**src/rtl/rwx_pkg.sv**
```systemverilog
`default_nettype none
package rwx_pkg;

	// Configuration space offsets
	localparam logic [7:0] OFF_ROM_BASE  = 8'h30;
	localparam logic [7:0] OFF_XB_DN1    = 8'h98;
	localparam logic [7:0] OFF_XB_UP0    = 8'hA4;
	// Control/status space offsets of the translated bases
	localparam logic [7:0] CSR_XB_DN1    = 8'h6C;
	localparam logic [7:0] CSR_XB_UP0    = 8'h78;

	// Field positions
	localparam int ROM_EN_BIT    = 0;
	localparam int ROM_BASE_LO   = 12;
	localparam int ROM_SETUP_LO  = 11;
	localparam int ROM_SETUP_HI  = 23;
	localparam int XB_LO         = 6;

	localparam int ROM_BASE_W    = 20;
	localparam int XB_W          = 26;

	localparam logic [ROM_BASE_W-1:0] ROM_BASE_RST = 20'h00000;
	localparam logic [XB_W-1:0]       XB_RST       = 26'h0000000;

	typedef enum logic [1:0] {
		RWX_IDLE  = 2'b00,
		RWX_ROMRD = 2'b01,
		RWX_REPLY = 2'b10
	} rwx_state_t;

	// Register access request
	typedef struct packed {
		logic        wr;
		logic        rd;
		logic        csr;
		logic [7:0]  addr;
		logic [31:0] wdata;
	} rwx_reg_req_t;

	// Forwarding request through a translated window
	typedef struct packed {
		logic        valid;
		logic        upstream;
		logic [31:0] addr;
	} rwx_fwd_req_t;

	typedef struct packed {
		rwx_state_t            st;
		logic [ROM_BASE_W-1:0] rom_base;
		logic                  rom_dec_en;
		logic [XB_W-1:0]       xb_dn1;
		logic [XB_W-1:0]       xb_up0;
		logic [31:0]           rdata;
		logic                  rack;
		logic                  rom_req;
		logic [31:0]           rom_addr;
		logic                  rd_ack;
		logic [31:0]           rd_data;
		logic                  claim;
		logic                  xlat_valid;
		logic                  xlat_upstream;
		logic [31:0]           xlat_addr;
	} rwx_state_s_t;

endpackage
`default_nettype wire

```
**src/rtl/rwx_rom_window_xlat.sv**
```systemverilog
`timescale 1ns/1ps
`default_nettype none
module rwx_rom_window_xlat (
	// Clock and reset
	input  wire logic                  clock,
	input  wire logic                  rst_n,
	// Setup values, preloaded before host configuration
	input  wire logic [31:0]           rom_setup,
	input  wire logic [31:0]           dn1_bar_mask,
	input  wire logic [31:0]           up0_bar_mask,
	input  wire logic                  mem_space_en,
	// Register access
	input  wire rwx_pkg::rwx_reg_req_t reg_req,
	output logic [31:0]                reg_rdata,
	output logic                       reg_rack,
	// Primary memory read
	input  wire logic                  pm_rd_valid,
	input  wire logic [31:0]           pm_rd_addr,
	output logic                       pm_claim,
	output logic                       pm_rd_ack,
	output logic [31:0]                pm_rd_data,
	// Parallel ROM port
	output logic                       rom_rd_req,
	output logic [31:0]                rom_rd_addr,
	input  wire logic                  rom_rd_done,
	input  wire logic [31:0]           rom_rd_data,
	// Forwarding through translated windows
	input  wire rwx_pkg::rwx_fwd_req_t fwd_req,
	output logic                       xlat_valid,
	output logic                       xlat_upstream,
	output logic [31:0]                xlat_addr
);

	rwx_pkg::rwx_state_s_t s_q;
	rwx_pkg::rwx_state_s_t s_d;

	logic [31:0] rom_mask;
	logic        rom_win_en;
	logic        rom_hit;
	logic [31:0] rom_base_full;
	logic [31:0] xb_dn1_full;
	logic [31:0] xb_up0_full;

	// Base bit n is writable when setup bit n is set; above the setup field
	// the bits follow whether the window exists at all.
	function automatic logic [31:0] rom_mask_f(input logic [31:0] setup);
		logic [31:0] m;
		m = 32'h00000000;
		for (int i = rwx_pkg::ROM_BASE_LO; i < 32; i++)
		begin
			if (i <= rwx_pkg::ROM_SETUP_HI)
				m[i] = setup[i];
			else
				m[i] = |setup[rwx_pkg::ROM_SETUP_HI:rwx_pkg::ROM_SETUP_LO];
		end
		return m;
	endfunction

	// Base part taken from the translated base, offset kept from the request
	function automatic logic [31:0] xlat_f(input logic [31:0] addr, input logic [31:0] base,
			input logic [31:0] mask);
		return (addr & ~mask) | (base & mask);
	endfunction

	always_comb
	begin
		rom_mask      = rom_mask_f(rom_setup);
		rom_win_en    = |rom_mask;
		rom_base_full = {s_q.rom_base, 12'h000} & rom_mask;
		xb_dn1_full   = {s_q.xb_dn1, 6'h00};
		xb_up0_full   = {s_q.xb_up0, 6'h00};
		// Memory enable and decode enable both needed to claim
		rom_hit = pm_rd_valid && s_q.rom_dec_en && mem_space_en && rom_win_en
			&& (((pm_rd_addr ^ rom_base_full) & rom_mask) == 32'h00000000);
	end

	always_comb
	begin
		// Strobes are one-cycle pulses; data outputs hold until replaced
		s_d            = s_q;
		s_d.rack       = 1'b0;
		s_d.claim      = 1'b0;
		s_d.rd_ack     = 1'b0;
		s_d.xlat_valid = 1'b0;

		// Register writes: reserved and fixed bits are simply not stored
		if (reg_req.wr)
		begin
			if (!reg_req.csr && reg_req.addr == rwx_pkg::OFF_ROM_BASE)
			begin
				s_d.rom_base   = reg_req.wdata[31:rwx_pkg::ROM_BASE_LO]
					& rom_mask[31:rwx_pkg::ROM_BASE_LO];
				s_d.rom_dec_en = reg_req.wdata[rwx_pkg::ROM_EN_BIT] & rom_win_en;
			end
			if ((!reg_req.csr && reg_req.addr == rwx_pkg::OFF_XB_DN1)
				|| (reg_req.csr && reg_req.addr == rwx_pkg::CSR_XB_DN1))
				s_d.xb_dn1 = reg_req.wdata[31:rwx_pkg::XB_LO];
			if ((!reg_req.csr && reg_req.addr == rwx_pkg::OFF_XB_UP0)
				|| (reg_req.csr && reg_req.addr == rwx_pkg::CSR_XB_UP0))
				s_d.xb_up0 = reg_req.wdata[31:rwx_pkg::XB_LO];
		end

		if (reg_req.rd)
		begin
			s_d.rack  = 1'b1;
			s_d.rdata = 32'h00000000;
			if (!reg_req.csr)
			begin
				case (reg_req.addr)
					rwx_pkg::OFF_ROM_BASE: s_d.rdata = rom_base_full
						| {31'h00000000, s_q.rom_dec_en & rom_win_en};
					rwx_pkg::OFF_XB_DN1:   s_d.rdata = xb_dn1_full;
					rwx_pkg::OFF_XB_UP0:   s_d.rdata = xb_up0_full;
					default:               s_d.rdata = 32'h00000000;
				endcase
			end
			else
			begin
				case (reg_req.addr)
					rwx_pkg::CSR_XB_DN1: s_d.rdata = xb_dn1_full;
					rwx_pkg::CSR_XB_UP0: s_d.rdata = xb_up0_full;
					default:             s_d.rdata = 32'h00000000;
				endcase
			end
		end

		// Shrinking the setup later must not leave a stale enable behind
		if (!rom_win_en)
			s_d.rom_dec_en = 1'b0;

		// ROM read sequence; one read outstanding at a time
		// A hit that arrives while busy is dropped; the host has to retry
		case (s_q.st)
			rwx_pkg::RWX_IDLE:
			begin
				if (rom_hit)
				begin
					s_d.claim    = 1'b1;
					s_d.rom_req  = 1'b1;
					s_d.rom_addr = pm_rd_addr & ~rom_mask;
					s_d.st       = rwx_pkg::RWX_ROMRD;
				end
			end
			rwx_pkg::RWX_ROMRD:
			begin
				if (rom_rd_done)
				begin
					s_d.rom_req = 1'b0;
					s_d.rd_data = rom_rd_data;
					s_d.rd_ack  = 1'b1;
					s_d.st      = rwx_pkg::RWX_REPLY;
				end
			end
			rwx_pkg::RWX_REPLY:
			begin
				// Quiet cycle before the next decode, so the host can drop its request
				s_d.st = rwx_pkg::RWX_IDLE;
			end
			default:
			begin
				s_d.rom_req = 1'b0;
				s_d.st      = rwx_pkg::RWX_IDLE;
			end
		endcase

		// Translation: downstream window uses one base, upstream the other
		if (fwd_req.valid)
		begin
			s_d.xlat_valid    = 1'b1;
			s_d.xlat_upstream = fwd_req.upstream;
			s_d.xlat_addr     = fwd_req.upstream
				? xlat_f(fwd_req.addr, xb_up0_full, up0_bar_mask)
				: xlat_f(fwd_req.addr, xb_dn1_full, dn1_bar_mask);
		end
	end

	always_ff @(posedge clock or negedge rst_n)
	begin
		if (!rst_n)
		begin
			s_q            <= '0;
			s_q.st         <= rwx_pkg::RWX_IDLE;
			s_q.rom_base   <= rwx_pkg::ROM_BASE_RST;
			s_q.rom_dec_en <= 1'b0;
			s_q.xb_dn1     <= rwx_pkg::XB_RST;
			s_q.xb_up0     <= rwx_pkg::XB_RST;
		end
		else
			s_q <= s_d;
	end

	assign reg_rdata     = s_q.rdata;
	assign reg_rack      = s_q.rack;
	assign pm_claim      = s_q.claim;
	assign pm_rd_ack     = s_q.rd_ack;
	assign pm_rd_data    = s_q.rd_data;
	assign rom_rd_req    = s_q.rom_req;
	assign rom_rd_addr   = s_q.rom_addr;
	assign xlat_valid    = s_q.xlat_valid;
	assign xlat_upstream = s_q.xlat_upstream;
	assign xlat_addr     = s_q.xlat_addr;

endmodule
`default_nettype wire

```
**config.mk**
```make
export PLATFORM = sky130hd
export DESIGN_NAME = rwx_rom_window_xlat
export DESIGN_NICKNAME = d
export VERILOG_FILES = /design/src/rtl/rwx_pkg.sv /design/src/rtl/rwx_rom_window_xlat.sv
export SDC_FILE = /design/constraint.sdc
export NUM_CORES = 1
export LEC_CHECK = 0
export BUFFER_PORTS_ARGS = -buffer_cell sky130_fd_sc_hd__buf_2
export CORE_AREA = 2 2 128 193
export DETAILED_ROUTE_END_ITERATION = 10
export DIE_AREA = 0 0 130 195
export PLACE_DENSITY = 0.7
export SETUP_SLACK_MARGIN = 0.02
export SYNTH_ARGS = -nofsm -noshare
export SYNTH_HDL_FRONTEND = slang
export SYNTH_SLANG_ARGS = --single-unit
```
**constraint.sdc**
```tcl
create_clock -name clock -period 2.8 [get_ports clock]
set_clock_uncertainty 0.15 [all_clocks]
set_input_delay 0.14 -clock clock [delete_from_list [all_inputs] [get_ports clock]]
set_output_delay 0.14 -clock clock [all_outputs]
set_load 0.005 [all_outputs]
```
==> tab_implementation.tex, run 1 <==
\begin{tabular}{lr}
\hline
Metric & Value \\
\hline
\multicolumn{2}{l}{\textbf{Worst setup path}} \\
Critical path cell sequence & xnor2\_1 -> nand4\_1 -> dlygate4sd3\_1 -> nor4b\_1 -> dlygate4sd3\_1 \\
Library cell appearing most often on the critical path & sky130\_fd\_sc\_hd\_\_dlygate4sd3\_1 \\
Critical-path top delay cell & sky130\_fd\_sc\_hd\_\_dlygate4sd3\_1 \\
Data arrival time of the critical path & 2.74 ns \\
Worst reg2reg path depth & 5 \\
Setup CP Type & reg -> reg \\
Launching point of the worst reg2reg path & s\_q[200]\$\_DFFE\_PN0P\_ \\
Nature of the critical path startpoint & register \\
Required time of the worst setup path & 3.08 ns \\
Delay contributed by the slowest stage of the critical path & 0.58 ns \\
R2r endpoint & pm\_claim\$\_DFF\_PN0\_ \\
Maximum fanout count along the critical path & 3 \\
Internal reg-to-reg setup slack & 0.35 ns \\
Critical path capture point type & register \\
\multicolumn{2}{l}{\textbf{STA}} \\
Worst-case headroom to the max-slew limit & 0.3139 \\
Worst slew pin tran & 1.029 ns \\
Max frequency & 407.9 MHz \\
Pins Over Slew Limit & 0 \\
Summed negative setup slack over all endpoints & 0 ns \\
Count of endpoints failing hold in the final timing report & 0 \\
Setup repair after global routing missed its margin & no \\
Final critical-path required period & 2.452 ns \\
Final period utilization & 0.8757 \\
Number of failing setup endpoints in the final timing report & 0 \\
Worst hold margin & 0.08906 ns \\
\multicolumn{2}{l}{\textbf{Clock network}} \\
Clock edge transition at the registers on the reported setup and hold paths & 0.06 ns \\
CTS Root Cell & sky130\_fd\_sc\_hd\_\_clkbuf\_16 \\
Number of post-CTS setup repair buffers & 0 \\
H-Tree Depth & 1 \\
Clock tree from TritonCTS & built \\
Clock Sinks & 204 \\
Clock buffer count from CTS & 21 \\
Buffers from clock root to sink, at most & 3 \\
Clock network latency to the later pin of the worst-skew pair & 0.49 ns \\
\# hold bufs at CTS & 172 \\
Number of gates resized after cts & 0 \\
\multicolumn{2}{l}{\textbf{Status}} \\
Run status & finished, final reports clean \\
\multicolumn{2}{l}{\textbf{GRT}} \\
Wire length of the first global-routing pass & 47.11 mm \\
Combined global-route utilization of all metal layers & 0.2387 \\
Number of global-route vias before repair & 8951 \\
Antenna violations before repair & 1 \\
Overflow after GRT & 0 \\
Largest net degree at the start of global routing & 96 \\
\multicolumn{2}{l}{\textbf{Floorplanning}} \\
Horizontal die dimension & 130 um \\
Floorplan die area & 25350 sq um \\
Num rows & 69 \\
Std-Cell Core Area & 23570 sq um \\
Chip height & 195 um \\
Initial standard-cell utilization of the core & 0.4459 \\
I/O pins & 376 \\
\multicolumn{2}{l}{\textbf{Power}} \\
P\_leak & 7.211 nW \\
Clock network power share & 0.394 \\
Worst ir drop on vdd & 0.4181 mV \\
Power dissipated by switching net loads & 1.654 mW \\
Share of total power consumed by net switching & 0.2444 \\
Power per standard cell area & 482.4 nW/um\^{}2 \\
Sequential share of power & 0.469 \\
Share of power burned in combinational logic & 0.137 \\
Int Power & 5.113 mW \\
\multicolumn{2}{l}{\textbf{Route}} \\
Number of remaining DRC errors & 0 \\
Antenna viol nets, final & 0 \\
Via total after detailed routing & 8360 \\
Routed len/inst & 18.91 um \\
Initial DRC Count & 282 \\
First-pass detailed-route iteration total & 5 \\
Detailed-route vias per instance & 5.110 \\
Total length of routed wires & 30.93 mm \\
\multicolumn{2}{l}{\textbf{Yosys}} \\
Cell count after synthesis & 908 \\
Number of distinct library cells after synthesis & 54 \\
Cell area after synthesis & 10510 sq um \\
Leading register cell type out of synthesis & sky130\_fd\_sc\_hd\_\_dfrtp\_1 \\
Number of synthesized flops with an enable pin & 0 \\
Fraction of registers with async set or reset after synthesis & 1.000 \\
Sequential element share of the synthesized area & 0.4858 \\
Avg Cell Area, Syn & 11.57 sq um \\
Number of storage elements in the synthesis netlist & 204 \\
Ys Warns & 0 \\
\multicolumn{2}{l}{\textbf{Layout}} \\
Leading cell type in the layout, fill and taps excluded & sky130\_fd\_sc\_hd\_\_buf\_2 \\
Final non-filler cell total & 1636 \\
NumNets Final & 1544 \\
Area delta synth->final & 33.48\% \\
Layout cells sized above 1 & 0.4126 \\
Top library cells by usage in the layout, fill and taps aside & sky130\_fd\_sc\_hd\_\_buf\_2 (345), sky130\_fd\_sc\_hd\_\_dfrtp\_1 (204), sky130\_fd\_sc\_hd\_\_dlygate4sd3\_1 (172) \\
\multicolumn{2}{l}{\textbf{Worst hold path}} \\
Worst hold-check path type & in -> async \\
\multicolumn{2}{l}{\textbf{Placement}} \\
Post-DP HPWL & 20.71 mm \\
RD Place Congestion & 0.7677 \\
Cells after DPL & 1426 \\
Buffers added on ports & 346 \\
\multicolumn{2}{l}{\textbf{Run}} \\
Number of maximum-capacitance violations & 0 \\
\hline
\end{tabular}
-- worst max-delay path by stage --
stage | start | endpoint | slack, ns
final | s_q[200]$_DFFE_PN0P_ | pm_claim$_DFF_PN0_ | 0.35
after global routing | s_q[200]$_DFFE_PN0P_ | pm_claim$_DFF_PN0_ | 0.30
after CTS | s_q[200]$_DFFE_PN0P_ | pm_claim$_DFF_PN0_ | 0.36
after detailed placement | s_q[200]$_DFFE_PN0P_ | rom_rd_addr[10]$_DFFE_PN0P_ | 0.43
after global placement | s_q[200]$_DFFE_PN0P_ | rom_rd_addr[3]$_DFFE_PN0P_ | 0.46
after floorplan | s_q[202]$_DFFE_PN0P_ | rom_rd_addr[10]$_DFFE_PN0P_ | 0.64
-- synthesized netlist by cell type, types with 2 or more instances --
cell / number / share of area
sky130_fd_sc_hd__nor2_1: 37 / 0.013
sky130_fd_sc_hd__buf_1: 4 / 0.0014
sky130_fd_sc_hd__clkbuf_1: 25 / 0.0089
sky130_fd_sc_hd__a211oi_1: 26 / 0.019
sky130_fd_sc_hd__and3b_1: 2 / 0.0017
sky130_fd_sc_hd__nor2b_1: 46 / 0.027
sky130_fd_sc_hd__mux2i_1: 31 / 0.030
sky130_fd_sc_hd__a32o_1: 10 / 0.0095
sky130_fd_sc_hd__buf_2: 5 / 0.0024
sky130_fd_sc_hd__dfrtp_1: 204 / 0.49
sky130_fd_sc_hd__buf_4: 129 / 0.092
sky130_fd_sc_hd__inv_1: 10 / 0.0036
sky130_fd_sc_hd__a32oi_1: 5 / 0.0042
sky130_fd_sc_hd__nor4_1: 2 / 0.0012
sky130_fd_sc_hd__o21ai_0: 29 / 0.014
sky130_fd_sc_hd__mux2_4: 40 / 0.057
sky130_fd_sc_hd__nor4b_1: 2 / 0.0017
sky130_fd_sc_hd__a221o_1: 3 / 0.0029
sky130_fd_sc_hd__a31oi_1: 13 / 0.0077
sky130_fd_sc_hd__a221oi_1: 6 / 0.0050
sky130_fd_sc_hd__buf_6: 6 / 0.0064
sky130_fd_sc_hd__and4_1: 2 / 0.0017
sky130_fd_sc_hd__nand2_1: 60 / 0.021
sky130_fd_sc_hd__nor4_4: 2 / 0.0040
sky130_fd_sc_hd__nand2_4: 2 / 0.0021
sky130_fd_sc_hd__a22oi_1: 15 / 0.011
sky130_fd_sc_hd__mux2_2: 95 / 0.10
sky130_fd_sc_hd__nand3_1: 9 / 0.0043
sky130_fd_sc_hd__nand4_1: 8 / 0.0048
sky130_fd_sc_hd__xnor2_1: 6 / 0.0050
sky130_fd_sc_hd__o22a_1: 3 / 0.0025
sky130_fd_sc_hd__a222oi_1: 6 / 0.0057
sky130_fd_sc_hd__a21oi_1: 31 / 0.015
sky130_fd_sc_hd__xor2_1: 14 / 0.012
-- cells by family after synthesis --
group                  synth area share
AO/OA/AOI/OAI                   0.09990
multiplexers                     0.1885
AND/OR/NAND/NOR                 0.09359
flip-flops                       0.4858
buffers and inverters            0.1153
XOR/XNOR                        0.01667
other                         0.0003568
-- state kept, by name, summed over array words and instances, names as in the netlist, 27 cells and up --
| name | flops |
|---|---|
| rom_rd_addr | 32 |
| xlat_addr | 32 |
| pm_rd_data | 32 |
| reg_rdata | 27 |
| s_q | 75 |
-- power by group through the flow --
stage | clock network (mW) | registers [mW] | logic (mW)
finish | 2.67 | 3.17 | 0.927
global route | 2.86 | 3.18 | 1.02
CTS | 2.74 | 3.17 | 0.926
detailed placement | 0 | 3.22 | 0.724
global placement | 0 | 3.22 | 0.706
floorplan | 0 | 3.19 | 0.423
-- final cells by class --
cell class,instances,area [sq um]
Sequential cell,204,5105
Antenna cell,1,2.502
Tap cell,319,399.1
Timing Repair Buffer,536,3623
Inverter,11,41.29
Clock inverter,8,42.54
Multi-Input combinational cell,528,4208
Fill cell,1884,9542
Clock buffer,29,605.6
-- worst max-delay path: cells and delay by family, from the launching register on --
family	cells	cell delay, ns
buffers and inverters	2	1.16
and+or+nand+nor	2	0.41
xor gates and xnor gates	1	0.27
DFF	1	0.40
-- layer usage --
| layer | vias to the layer above | GRT usage | part of all wire |
|---|---|---|---|
| met3 | 71 | 0.04438 | 0.061 |
| met5 | - | 0 | 0 |
| met2 | 332 | 0.4510 | 0.54 |
| met1 | 4081 | 0.2588 | 0.37 |
| li1 | 3876 | - | - |
| met4 | 0 | 0.08682 | 0.032 |
-- metrics by stage --
step	utilization	setup WS (ns)	area, sq um	power, mW
2_1_floorplan	-	0.6367	10520	3.615
3_3_place_gp	0.4945	0.4616	11650	3.922
3_5_place_dp	0.4945	0.4282	11650	3.945
4_1_cts	0.5951	0.3645	14020	6.835
5_1_grt	0.5952	0.3013	14030	7.059
6_report	0.5952	0.3481	14030	6.767
(Power assumes the default switching activity.)
==> inputs of run 2 (changes only) <==
--- a/config.mk
+++ b/config.mk
@@ -9,6 +9,7 @@
 export CORE_AREA = 2 2 128 193
 export DETAILED_ROUTE_END_ITERATION = 10
 export DIE_AREA = 0 0 130 195
+export MAX_ROUTING_LAYER = met4
 export PLACE_DENSITY = 0.7
 export SETUP_SLACK_MARGIN = 0.02
 export SYNTH_ARGS = -nofsm -noshare
==> constraint.sdc (replaced) <==
create_clock -name clock -period 2.7 [get_ports clock]
set_clock_uncertainty 0.15 [all_clocks]
set_input_delay 0.135 -clock clock [delete_from_list [all_inputs] [get_ports clock]]
set_output_delay 0.135 -clock clock [all_outputs]
set_load 0.005 [all_outputs]
==> run 2 against run 1 <==
  * Register-to-register slack lost 0.16 ns
  * Cell count grew 0.31%
  * Sequential share of layout area shrank 0.27 points
  * Fmax shrank 2.3%
  * Setup slack lost 0.16 ns
  * First-iteration DRC count grew 21%
  * Flip-flop and latch count is the same
  * Critical path type unchanged
  * Critical endpoint unchanged
==> tab_implementation.tex, run 2 (synthesized netlist as in run 1, its figures left out) <==
\begin{tabular}{lr}
\hline
Metric & Value \\
\hline
\multicolumn{2}{l}{\textbf{Power}} \\
P\_leak & 7.264 nW (+0.72\%) \\
Power per standard cell area & 507.7 nW/um\^{}2 (+5.2\%) \\
Sequential share of power & 0.458 (-0.011) \\
Power dissipated by switching net loads & 1.705 mW (+3.1\%) \\
Worst ir drop on vdd & 0.4671 mV (+12\%) \\
Share of total power consumed by net switching & 0.2376 (-0.006753) \\
Share of power burned in combinational logic & 0.136 (about the same) \\
Clock network power share & 0.406 (+0.012) \\
Int Power & 5.470 mW (+7.0\%) \\
\multicolumn{2}{l}{\textbf{Clock network}} \\
Clock Sinks & 204 (unchanged) \\
Number of gates resized after cts & 0 (unchanged) \\
Clock buffer count from CTS & 21 (unchanged) \\
CTS Root Cell & sky130\_fd\_sc\_hd\_\_clkbuf\_16 \\
\# hold bufs at CTS & 175 (+1.7\%) \\
H-Tree Depth & 1 (unchanged) \\
Clock tree from TritonCTS & built \\
Clock edge transition at the registers on the reported setup and hold paths & 0.06 ns (about the same) \\
Clock network latency to the later pin of the worst-skew pair & 0.49 ns (about the same) \\
Buffers from clock root to sink, at most & 3 (unchanged) \\
Number of post-CTS setup repair buffers & 0 (unchanged) \\
\multicolumn{2}{l}{\textbf{Floorplanning}} \\
Horizontal die dimension & 130 um (unchanged) \\
Std-Cell Core Area & 23570 sq um (unchanged) \\
Chip height & 195 um (unchanged) \\
Num rows & 69 (unchanged) \\
Initial standard-cell utilization of the core & 0.4459 (unchanged) \\
I/O pins & 376 (unchanged) \\
Floorplan die area & 25350 sq um (unchanged) \\
\multicolumn{2}{l}{\textbf{Worst setup path}} \\
Setup CP Type & reg -> reg \\
Data arrival time of the critical path & 2.79 ns (+0.05 ns) \\
Launching point of the worst reg2reg path & s\_q[206]\$\_DFFE\_PN0P\_ \\
R2r endpoint & pm\_claim\$\_DFF\_PN0\_ \\
Worst reg2reg path depth & 5 (unchanged) \\
Nature of the critical path startpoint & register \\
Critical path capture point type & register \\
Required time of the worst setup path & 2.98 ns (-0.10 ns) \\
Maximum fanout count along the critical path & 3 (unchanged) \\
Internal reg-to-reg setup slack & 0.19 ns (-0.16 ns) \\
\multicolumn{2}{l}{\textbf{STA}} \\
Worst hold margin & 0.03058 ns (-0.05848 ns) \\
Pins Over Slew Limit & 0 (unchanged) \\
Summed negative setup slack over all endpoints & 0 ns (unchanged) \\
Worst slew pin tran & 0.6955 ns (-0.3337 ns) \\
Final critical-path required period & 2.508 ns (+0.05646 ns) \\
Number of failing setup endpoints in the final timing report & 0 (unchanged) \\
Max frequency & 398.7 MHz (-2.3\%) \\
Setup repair after global routing missed its margin & no \\
Worst-case headroom to the max-slew limit & 0.5363 (+0.2225) \\
Final period utilization & 0.9290 (+0.05334) \\
Setup slack of the critical path after layout & 0.1917 ns (-0.1565 ns) \\
Count of endpoints failing hold in the final timing report & 0 (unchanged) \\
\multicolumn{2}{l}{\textbf{GRT}} \\
Overflow after GRT & 0 (unchanged) \\
Wire length of the first global-routing pass & 46.86 mm (-0.51\%) \\
Combined global-route utilization of all metal layers & 0.2443 (+0.005592) \\
Largest net degree at the start of global routing & 80 (-17\%) \\
Antenna violations before repair & 1 (unchanged) \\
Number of global-route vias before repair & 8948 (-0.034\%) \\
\multicolumn{2}{l}{\textbf{Layout}} \\
Fillcell total & 1923 (+2.1\%) \\
Layout cells sized above 1 & 0.4133 (+0.0007093) \\
Area delta synth->final & 34.49\% \\
Largest register FFs & 75 (unchanged) \\
Final non-filler cell total & 1641 (+0.31\%) \\
Leading cell type in the layout, fill and taps excluded & sky130\_fd\_sc\_hd\_\_buf\_2 \\
Top library cells by usage in the layout, fill and taps aside & sky130\_fd\_sc\_hd\_\_buf\_2 (345), sky130\_fd\_sc\_hd\_\_dfrtp\_1 (204), sky130\_fd\_sc\_hd\_\_dlygate4sd3\_1 (175) \\
NumNets Final & 1551 (+0.45\%) \\
Largest register by flop count & s\_q \\
\multicolumn{2}{l}{\textbf{Route}} \\
Via total after detailed routing & 8360 (unchanged) \\
Initial DRC Count & 340 (+21\%) \\
Detailed-route vias per instance & 5.094 (-0.30\%) \\
Number of remaining DRC errors & 0 (unchanged) \\
First-pass detailed-route iteration total & 5 (unchanged) \\
Antenna viol nets, final & 0 (unchanged) \\
Total length of routed wires & 30.82 mm (-0.36\%) \\
Routed len/inst & 18.78 um (-0.67\%) \\
\multicolumn{2}{l}{\textbf{Placement}} \\
Post-DP HPWL & 20.87 mm (+0.78\%) \\
Buffers added on ports & 346 (unchanged) \\
Worst slack at placement & 0.3428 ns (-0.08542 ns) \\
Cells after DPL & 1430 (+0.28\%) \\
RD Place Congestion & 0.8021 (+4.5\%) \\
\multicolumn{2}{l}{\textbf{Worst hold path}} \\
Hold endpoint & xlat\_addr[24]\$\_DFFE\_PN0P\_ \\
Worst hold-check path type & in -> reg \\
Worst hold start & fwd\_req[33] \\
Hold Path Stages & 2 \\
\multicolumn{2}{l}{\textbf{Status}} \\
Run status & finished, final reports clean \\
\multicolumn{2}{l}{\textbf{Run}} \\
Number of maximum-capacitance violations & 0 (unchanged) \\
\hline
\end{tabular}
## run 2: cell count changes in the layout (fill, tap and decap cells not counted), sizes merged
cell         delta
buf             +4
dlygate4sd3     +3
bufinv          +2
clkbuf          -2
clkinv          -1
clkinvlp        -1
## run 2: stage by stage
stage	util	power (mW)	cell area, sq um
after floorplan	-	3.749	10520
after global placement	0.4963	4.073	11700
after detailed placement	0.4963	4.096	11700
after CTS	0.5996	7.251	14130
after global routing	0.5997	7.447	14130
final	0.5997	7.175	14130
## run 2: per-layer routing
metal  track usage  vias to the layer above  wire (um)
met1        0.2727                     4095      11750
met5             -                        -          0
li1              -                     3892          -
met2        0.4419                      320      16430
met3       0.03562                       53       1799
met4       0.07806                        0        840
## run 2: worst max path at each step
stage | from | to | slack, ns | cells after the start
after floorplan | s_q[202]$_DFFE_PN0P_ | rom_rd_addr[10]$_DFFE_PN0P_ | 0.54 | 6
after global placement | s_q[199]$_DFFE_PN0P_ | rom_rd_addr[8]$_DFFE_PN0P_ | 0.36 | 6
after detailed placement | s_q[200]$_DFFE_PN0P_ | rom_rd_addr[12]$_DFFE_PN0P_ | 0.34 | 6
after CTS | s_q[206]$_DFFE_PN0P_ | pm_claim$_DFF_PN0_ | 0.26 | 5
after global routing | s_q[206]$_DFFE_PN0P_ | pm_claim$_DFF_PN0_ | 0.10 | 5
final | s_q[206]$_DFFE_PN0P_ | pm_claim$_DFF_PN0_ | 0.19 | 5
## run 2: layout make-up
type                       instances  area, sq um  area share
sequential                       204         5105      0.3612
multi-input combinational        528         4208      0.2977
timing repair buffer             543         3696      0.2615
clock buffer                      27        588.1     0.04161
tap                              319        399.1     0.02824
clock inverter                     8        93.84    0.006639
inverter                          11        41.29    0.002921
antenna                            1        2.502   0.0001771
## run 2: power groups by stage
stage,clock (mW),combinational [mW],sequential (mW)
floorplan,0,0.439,3.31
global placement,0,0.738,3.33
detailed placement,0,0.757,3.34
CTS,2.99,0.973,3.28
global route,3.08,1.07,3.30
finish,2.91,0.976,3.29
## run 2: worst max-delay path, stage by stage, from the launching register on
cell and delay (ns):
sky130_fd_sc_hd__dfrtp_1 0.42, sky130_fd_sc_hd__xnor2_1 0.28, sky130_fd_sc_hd__nand4_1 0.13, sky130_fd_sc_hd__dlygate4sd3_1 0.58, sky130_fd_sc_hd__nor4b_1 0.30, sky130_fd_sc_hd__dlygate4sd3_1 0.58
==> inputs of run 3 (changes only) <==
--- a/config.mk
+++ b/config.mk
@@ -6,11 +6,14 @@
 export NUM_CORES = 1
 export LEC_CHECK = 0
 export BUFFER_PORTS_ARGS = -buffer_cell sky130_fd_sc_hd__buf_2
-export CORE_AREA = 2 2 128 193
+export CELL_PAD_IN_SITES_DETAIL_PLACEMENT = 2
+export CELL_PAD_IN_SITES_GLOBAL_PLACEMENT = 2
+export CORE_AREA = 2 2 154 231
 export DETAILED_ROUTE_END_ITERATION = 10
-export DIE_AREA = 0 0 130 195
+export DIE_AREA = 0 0 156 233
 export MAX_ROUTING_LAYER = met4
-export PLACE_DENSITY = 0.7
+export PLACE_DENSITY = 0.76
+export RECOVER_POWER = 100
 export SETUP_SLACK_MARGIN = 0.02
 export SYNTH_ARGS = -nofsm -noshare
 export SYNTH_HDL_FRONTEND = slang
==> run 3 against run 2 <==
  * The run now ends with max-capacitance violations, max-slew violations left
  * First-iteration DRC count is 14% lower
  * Sequential power hardly changed
  * Fmax is 1.6% lower
  * Routed wire length is 35% higher
  * Register-to-register slack worse by 0.04 ns
  * Hold slack better by 0.043 ns
  * Via count is 5.9% higher
  * Clock power is 13% higher
  * Non-clock buffer count is 18 higher
  * Critical endpoint is now rom_rd_addr[4]$_DFFE_PN0P_
==> tab_implementation.tex, run 3 (synthesized netlist as in run 1, its figures left out) <==
\begin{tabular}{lr}
\hline
Metric & Value \\
\hline
\multicolumn{2}{l}{\textbf{Clock network}} \\
Buffers from clock root to sink, at most & 3 (unchanged) \\
Clock tree from TritonCTS & built \\
Clock buffer count from CTS & 23 (+9.5\%) \\
Clock edge transition at the registers on the reported setup and hold paths & 0.06 ns (about the same) \\
Clock Sinks & 204 (unchanged) \\
H-Tree Depth & 1 (unchanged) \\
Clock network latency to the later pin of the worst-skew pair & 0.53 ns (+0.04 ns) \\
CTS Root Cell & sky130\_fd\_sc\_hd\_\_clkbuf\_16 \\
Number of post-CTS setup repair buffers & 0 (unchanged) \\
\multicolumn{2}{l}{\textbf{Worst setup path}} \\
Required time of the worst setup path & 2.95 ns (-0.03 ns) \\
Maximum fanout count along the critical path & 33 (+30) \\
Critical-path top delay cell & sky130\_fd\_sc\_hd\_\_dfrtp\_1 \\
Data arrival time of the critical path & 2.80 ns (about the same) \\
Nature of the critical path startpoint & register \\
Worst reg2reg path depth & 6 (+1) \\
Critical path capture point type & register \\
Critical path's top delay family & simple AND/OR/NAND/NOR gates \\
Critical path cell sequence & xnor2\_1 -> nand4\_1 -> a211o\_1 -> nor4\_4 -> buf\_12 -> mux2\_2 \\
Crit. path cell count & 6 (+1) \\
Buffers plus inverters on the worst setup path & 1 (-1) \\
Setup CP Type & reg -> reg \\
Delay contributed by the slowest stage of the critical path & 0.41 ns (-0.17 ns) \\
\multicolumn{2}{l}{\textbf{STA}} \\
Final period utilization & 0.9437 (+0.01465) \\
Number of failing setup endpoints in the final timing report & 0 (unchanged) \\
Pins Over Slew Limit & 69 (+69) \\
Max frequency & 392.5 MHz (-1.6\%) \\
Final critical-path required period & 2.548 ns (+0.03956 ns) \\
Worst slew pin tran & 1.570 ns (+0.8741 ns) \\
Count of endpoints failing hold in the final timing report & 0 (unchanged) \\
Summed negative setup slack over all endpoints & 0 ns (unchanged) \\
Setup repair after global routing missed its margin & no \\
Worst-case headroom to the max-slew limit & -0.04643 (-0.5828) \\
\multicolumn{2}{l}{\textbf{GRT}} \\
Largest net degree at the start of global routing & 69 (-14\%) \\
Antenna violations before repair & 9 (+8) \\
Combined global-route utilization of all metal layers & 0.2360 (-0.008264) \\
Overflow after GRT & 0 (unchanged) \\
Number of global-route vias before repair & 10.49k (+17\%) \\
Wire length of the first global-routing pass & 63.12 mm (+35\%) \\
\multicolumn{2}{l}{\textbf{Floorplanning}} \\
Floorplan die area & 36350 sq um (+43\%) \\
Num rows & 83 (+20\%) \\
Initial standard-cell utilization of the core & 0.3076 (-0.1383) \\
I/O pins & 376 (unchanged) \\
Std-Cell Core Area & 34170 sq um (+45\%) \\
Chip height & 233 um (+19\%) \\
Horizontal die dimension & 156 um (+20\%) \\
\multicolumn{2}{l}{\textbf{Status}} \\
Run status & finished with violations \\
Violations in the final reports & max-capacitance violations, max-slew violations \\
\multicolumn{2}{l}{\textbf{Layout}} \\
Layout cells sized above 1 & 0.2902 (-0.1231) \\
Area delta synth->final & 34.60\% (about the same) \\
Top library cells by usage in the layout, fill and taps aside & sky130\_fd\_sc\_hd\_\_buf\_2 (235), sky130\_fd\_sc\_hd\_\_dfrtp\_1 (204), sky130\_fd\_sc\_hd\_\_dlygate4sd3\_1 (188) \\
NumNets Final & 1571 (+1.3\%) \\
Largest register by flop count & s\_q \\
Leading cell type in the layout, fill and taps excluded & sky130\_fd\_sc\_hd\_\_buf\_2 \\
Largest register FFs & 75 (unchanged) \\
\multicolumn{2}{l}{\textbf{Run}} \\
Number of maximum-capacitance violations & 1 (+1) \\
\multicolumn{2}{l}{\textbf{Route}} \\
First-pass detailed-route iteration total & 6 (+1) \\
Via total after detailed routing & 8851 (+5.9\%) \\
Total length of routed wires & 41.53 mm (+35\%) \\
Detailed-route vias per instance & 4.975 (-2.3\%) \\
Initial DRC Count & 293 (-14\%) \\
Number of remaining DRC errors & 0 (unchanged) \\
Antenna viol nets, final & 0 (unchanged) \\
Routed len/inst & 23.34 um (+24\%) \\
\multicolumn{2}{l}{\textbf{Worst hold path}} \\
Hold Path Stages & 4 (+2) \\
Worst hold-check path type & in -> reg \\
\multicolumn{2}{l}{\textbf{Power}} \\
Worst ir drop on vdd & 0.2938 mV (-37\%) \\
P\_leak & 6.789 nW (-6.5\%) \\
Overall power after layout & 7.585 mW (+5.7\%) \\
Power per standard cell area & 536.2 nW/um\^{}2 (+5.6\%) \\
\multicolumn{2}{l}{\textbf{Placement}} \\
Post-DP HPWL & 26.29 mm (+26\%) \\
Buffers added on ports & 346 (unchanged) \\
RD Place Congestion & 0.7737 (-3.5\%) \\
\hline
\end{tabular}
## run 3: cell types whose count changed in the layout (fill, tap and decap cells not counted), moves of 3 or more
cell                            delta
sky130_fd_sc_hd__clkbuf_1        +119
sky130_fd_sc_hd__buf_2           -110
sky130_fd_sc_hd__mux2_1           +45
sky130_fd_sc_hd__mux2_4           -39
sky130_fd_sc_hd__dlygate4sd3_1    +13
sky130_fd_sc_hd__diode_2           +9
sky130_fd_sc_hd__clkbuf_2          +6
sky130_fd_sc_hd__mux2_2            -6
sky130_fd_sc_hd__buf_4             -5
sky130_fd_sc_hd__clkinv_2          -3
## run 3: path summary, 6_finish.rpt
path | from | to | slack [ns]
min in group asynchronous | rst_n | s_q[198]$_DFFE_PN0P_ | 0.63
min reg2reg | rom_rd_req$_DFFE_PN0P_ | rom_rd_req$_DFFE_PN0P_ | 0.35
max | s_q[199]$_DFFE_PN0P_ | rom_rd_addr[4]$_DFFE_PN0P_ | 0.15
min | rom_setup[12] | rom_rd_addr[12]$_DFFE_PN0P_ | 0.07
max in group asynchronous | rst_n | pm_rd_data[30]$_DFFE_PN0P_ | 0.53
max reg2reg | s_q[199]$_DFFE_PN0P_ | rom_rd_addr[4]$_DFFE_PN0P_ | 0.15
## run 3: final cells by class
type / count / area, sq um
antenna: 10 / 25.02
inverter: 11 / 41.29
clock buffer: 34 / 676.9
sequential: 204 / 5105
clock inverter: 6 / 86.33
tap: 425 / 531.8
multi-input combinational: 528 / 4026
fill: 3658 / 20020
timing repair buffer: 561 / 3652
## run 3: what timing repair did
item	in CTS	in global routing
hold buffers	189	0
endpoints found under the hold margin	379	0
gates resized for setup	0	0
## run 3: per-layer routing
metal  share of wire  track usage
met5               0            -
met1            0.36       0.2412
met2            0.55       0.4468
met4           0.035      0.08744
met3           0.049      0.04042
## run 3: metrics by stage
step | utilization | setup WS (ns) | cells | hold WS (ns) | instance area, sq um
5_1_grt | 0.4139 | 0.07106 | 1778 | 0.07799 | 14140
6_report | 0.4140 | 0.1521 | 1779 | 0.07327 | 14140
3_3_place_gp | 0.3475 | 0.2297 | 1540 | -0.07048 | 11870
3_5_place_dp | 0.3475 | 0.1946 | 1540 | -0.07069 | 11870
2_1_floorplan | - | 0.5367 | 912 | -0.3106 | 10520
4_1_cts | 0.4258 | 0.1714 | 1769 | 0.04629 | 14550
## run 3: power by group
group / internal (mW) / leakage [nW] / switching, mW / total [mW]
clock: 1.92 / 0.373 / 1.37 / 3.29
sequential: 3.19 / 2.74 / 0.109 / 3.30
combinational: 0.522 / 3.67 / 0.476 / 0.998
total: 5.63 / 6.79 / 1.95 / 7.58
## run 3: worst min-delay path: stages
cell,delay [ns]
sky130_fd_sc_hd__buf_2,0.09
sky130_fd_sc_hd__buf_4,0.14
sky130_fd_sc_hd__nor2b_1,0.07
sky130_fd_sc_hd__mux2_2,0.26
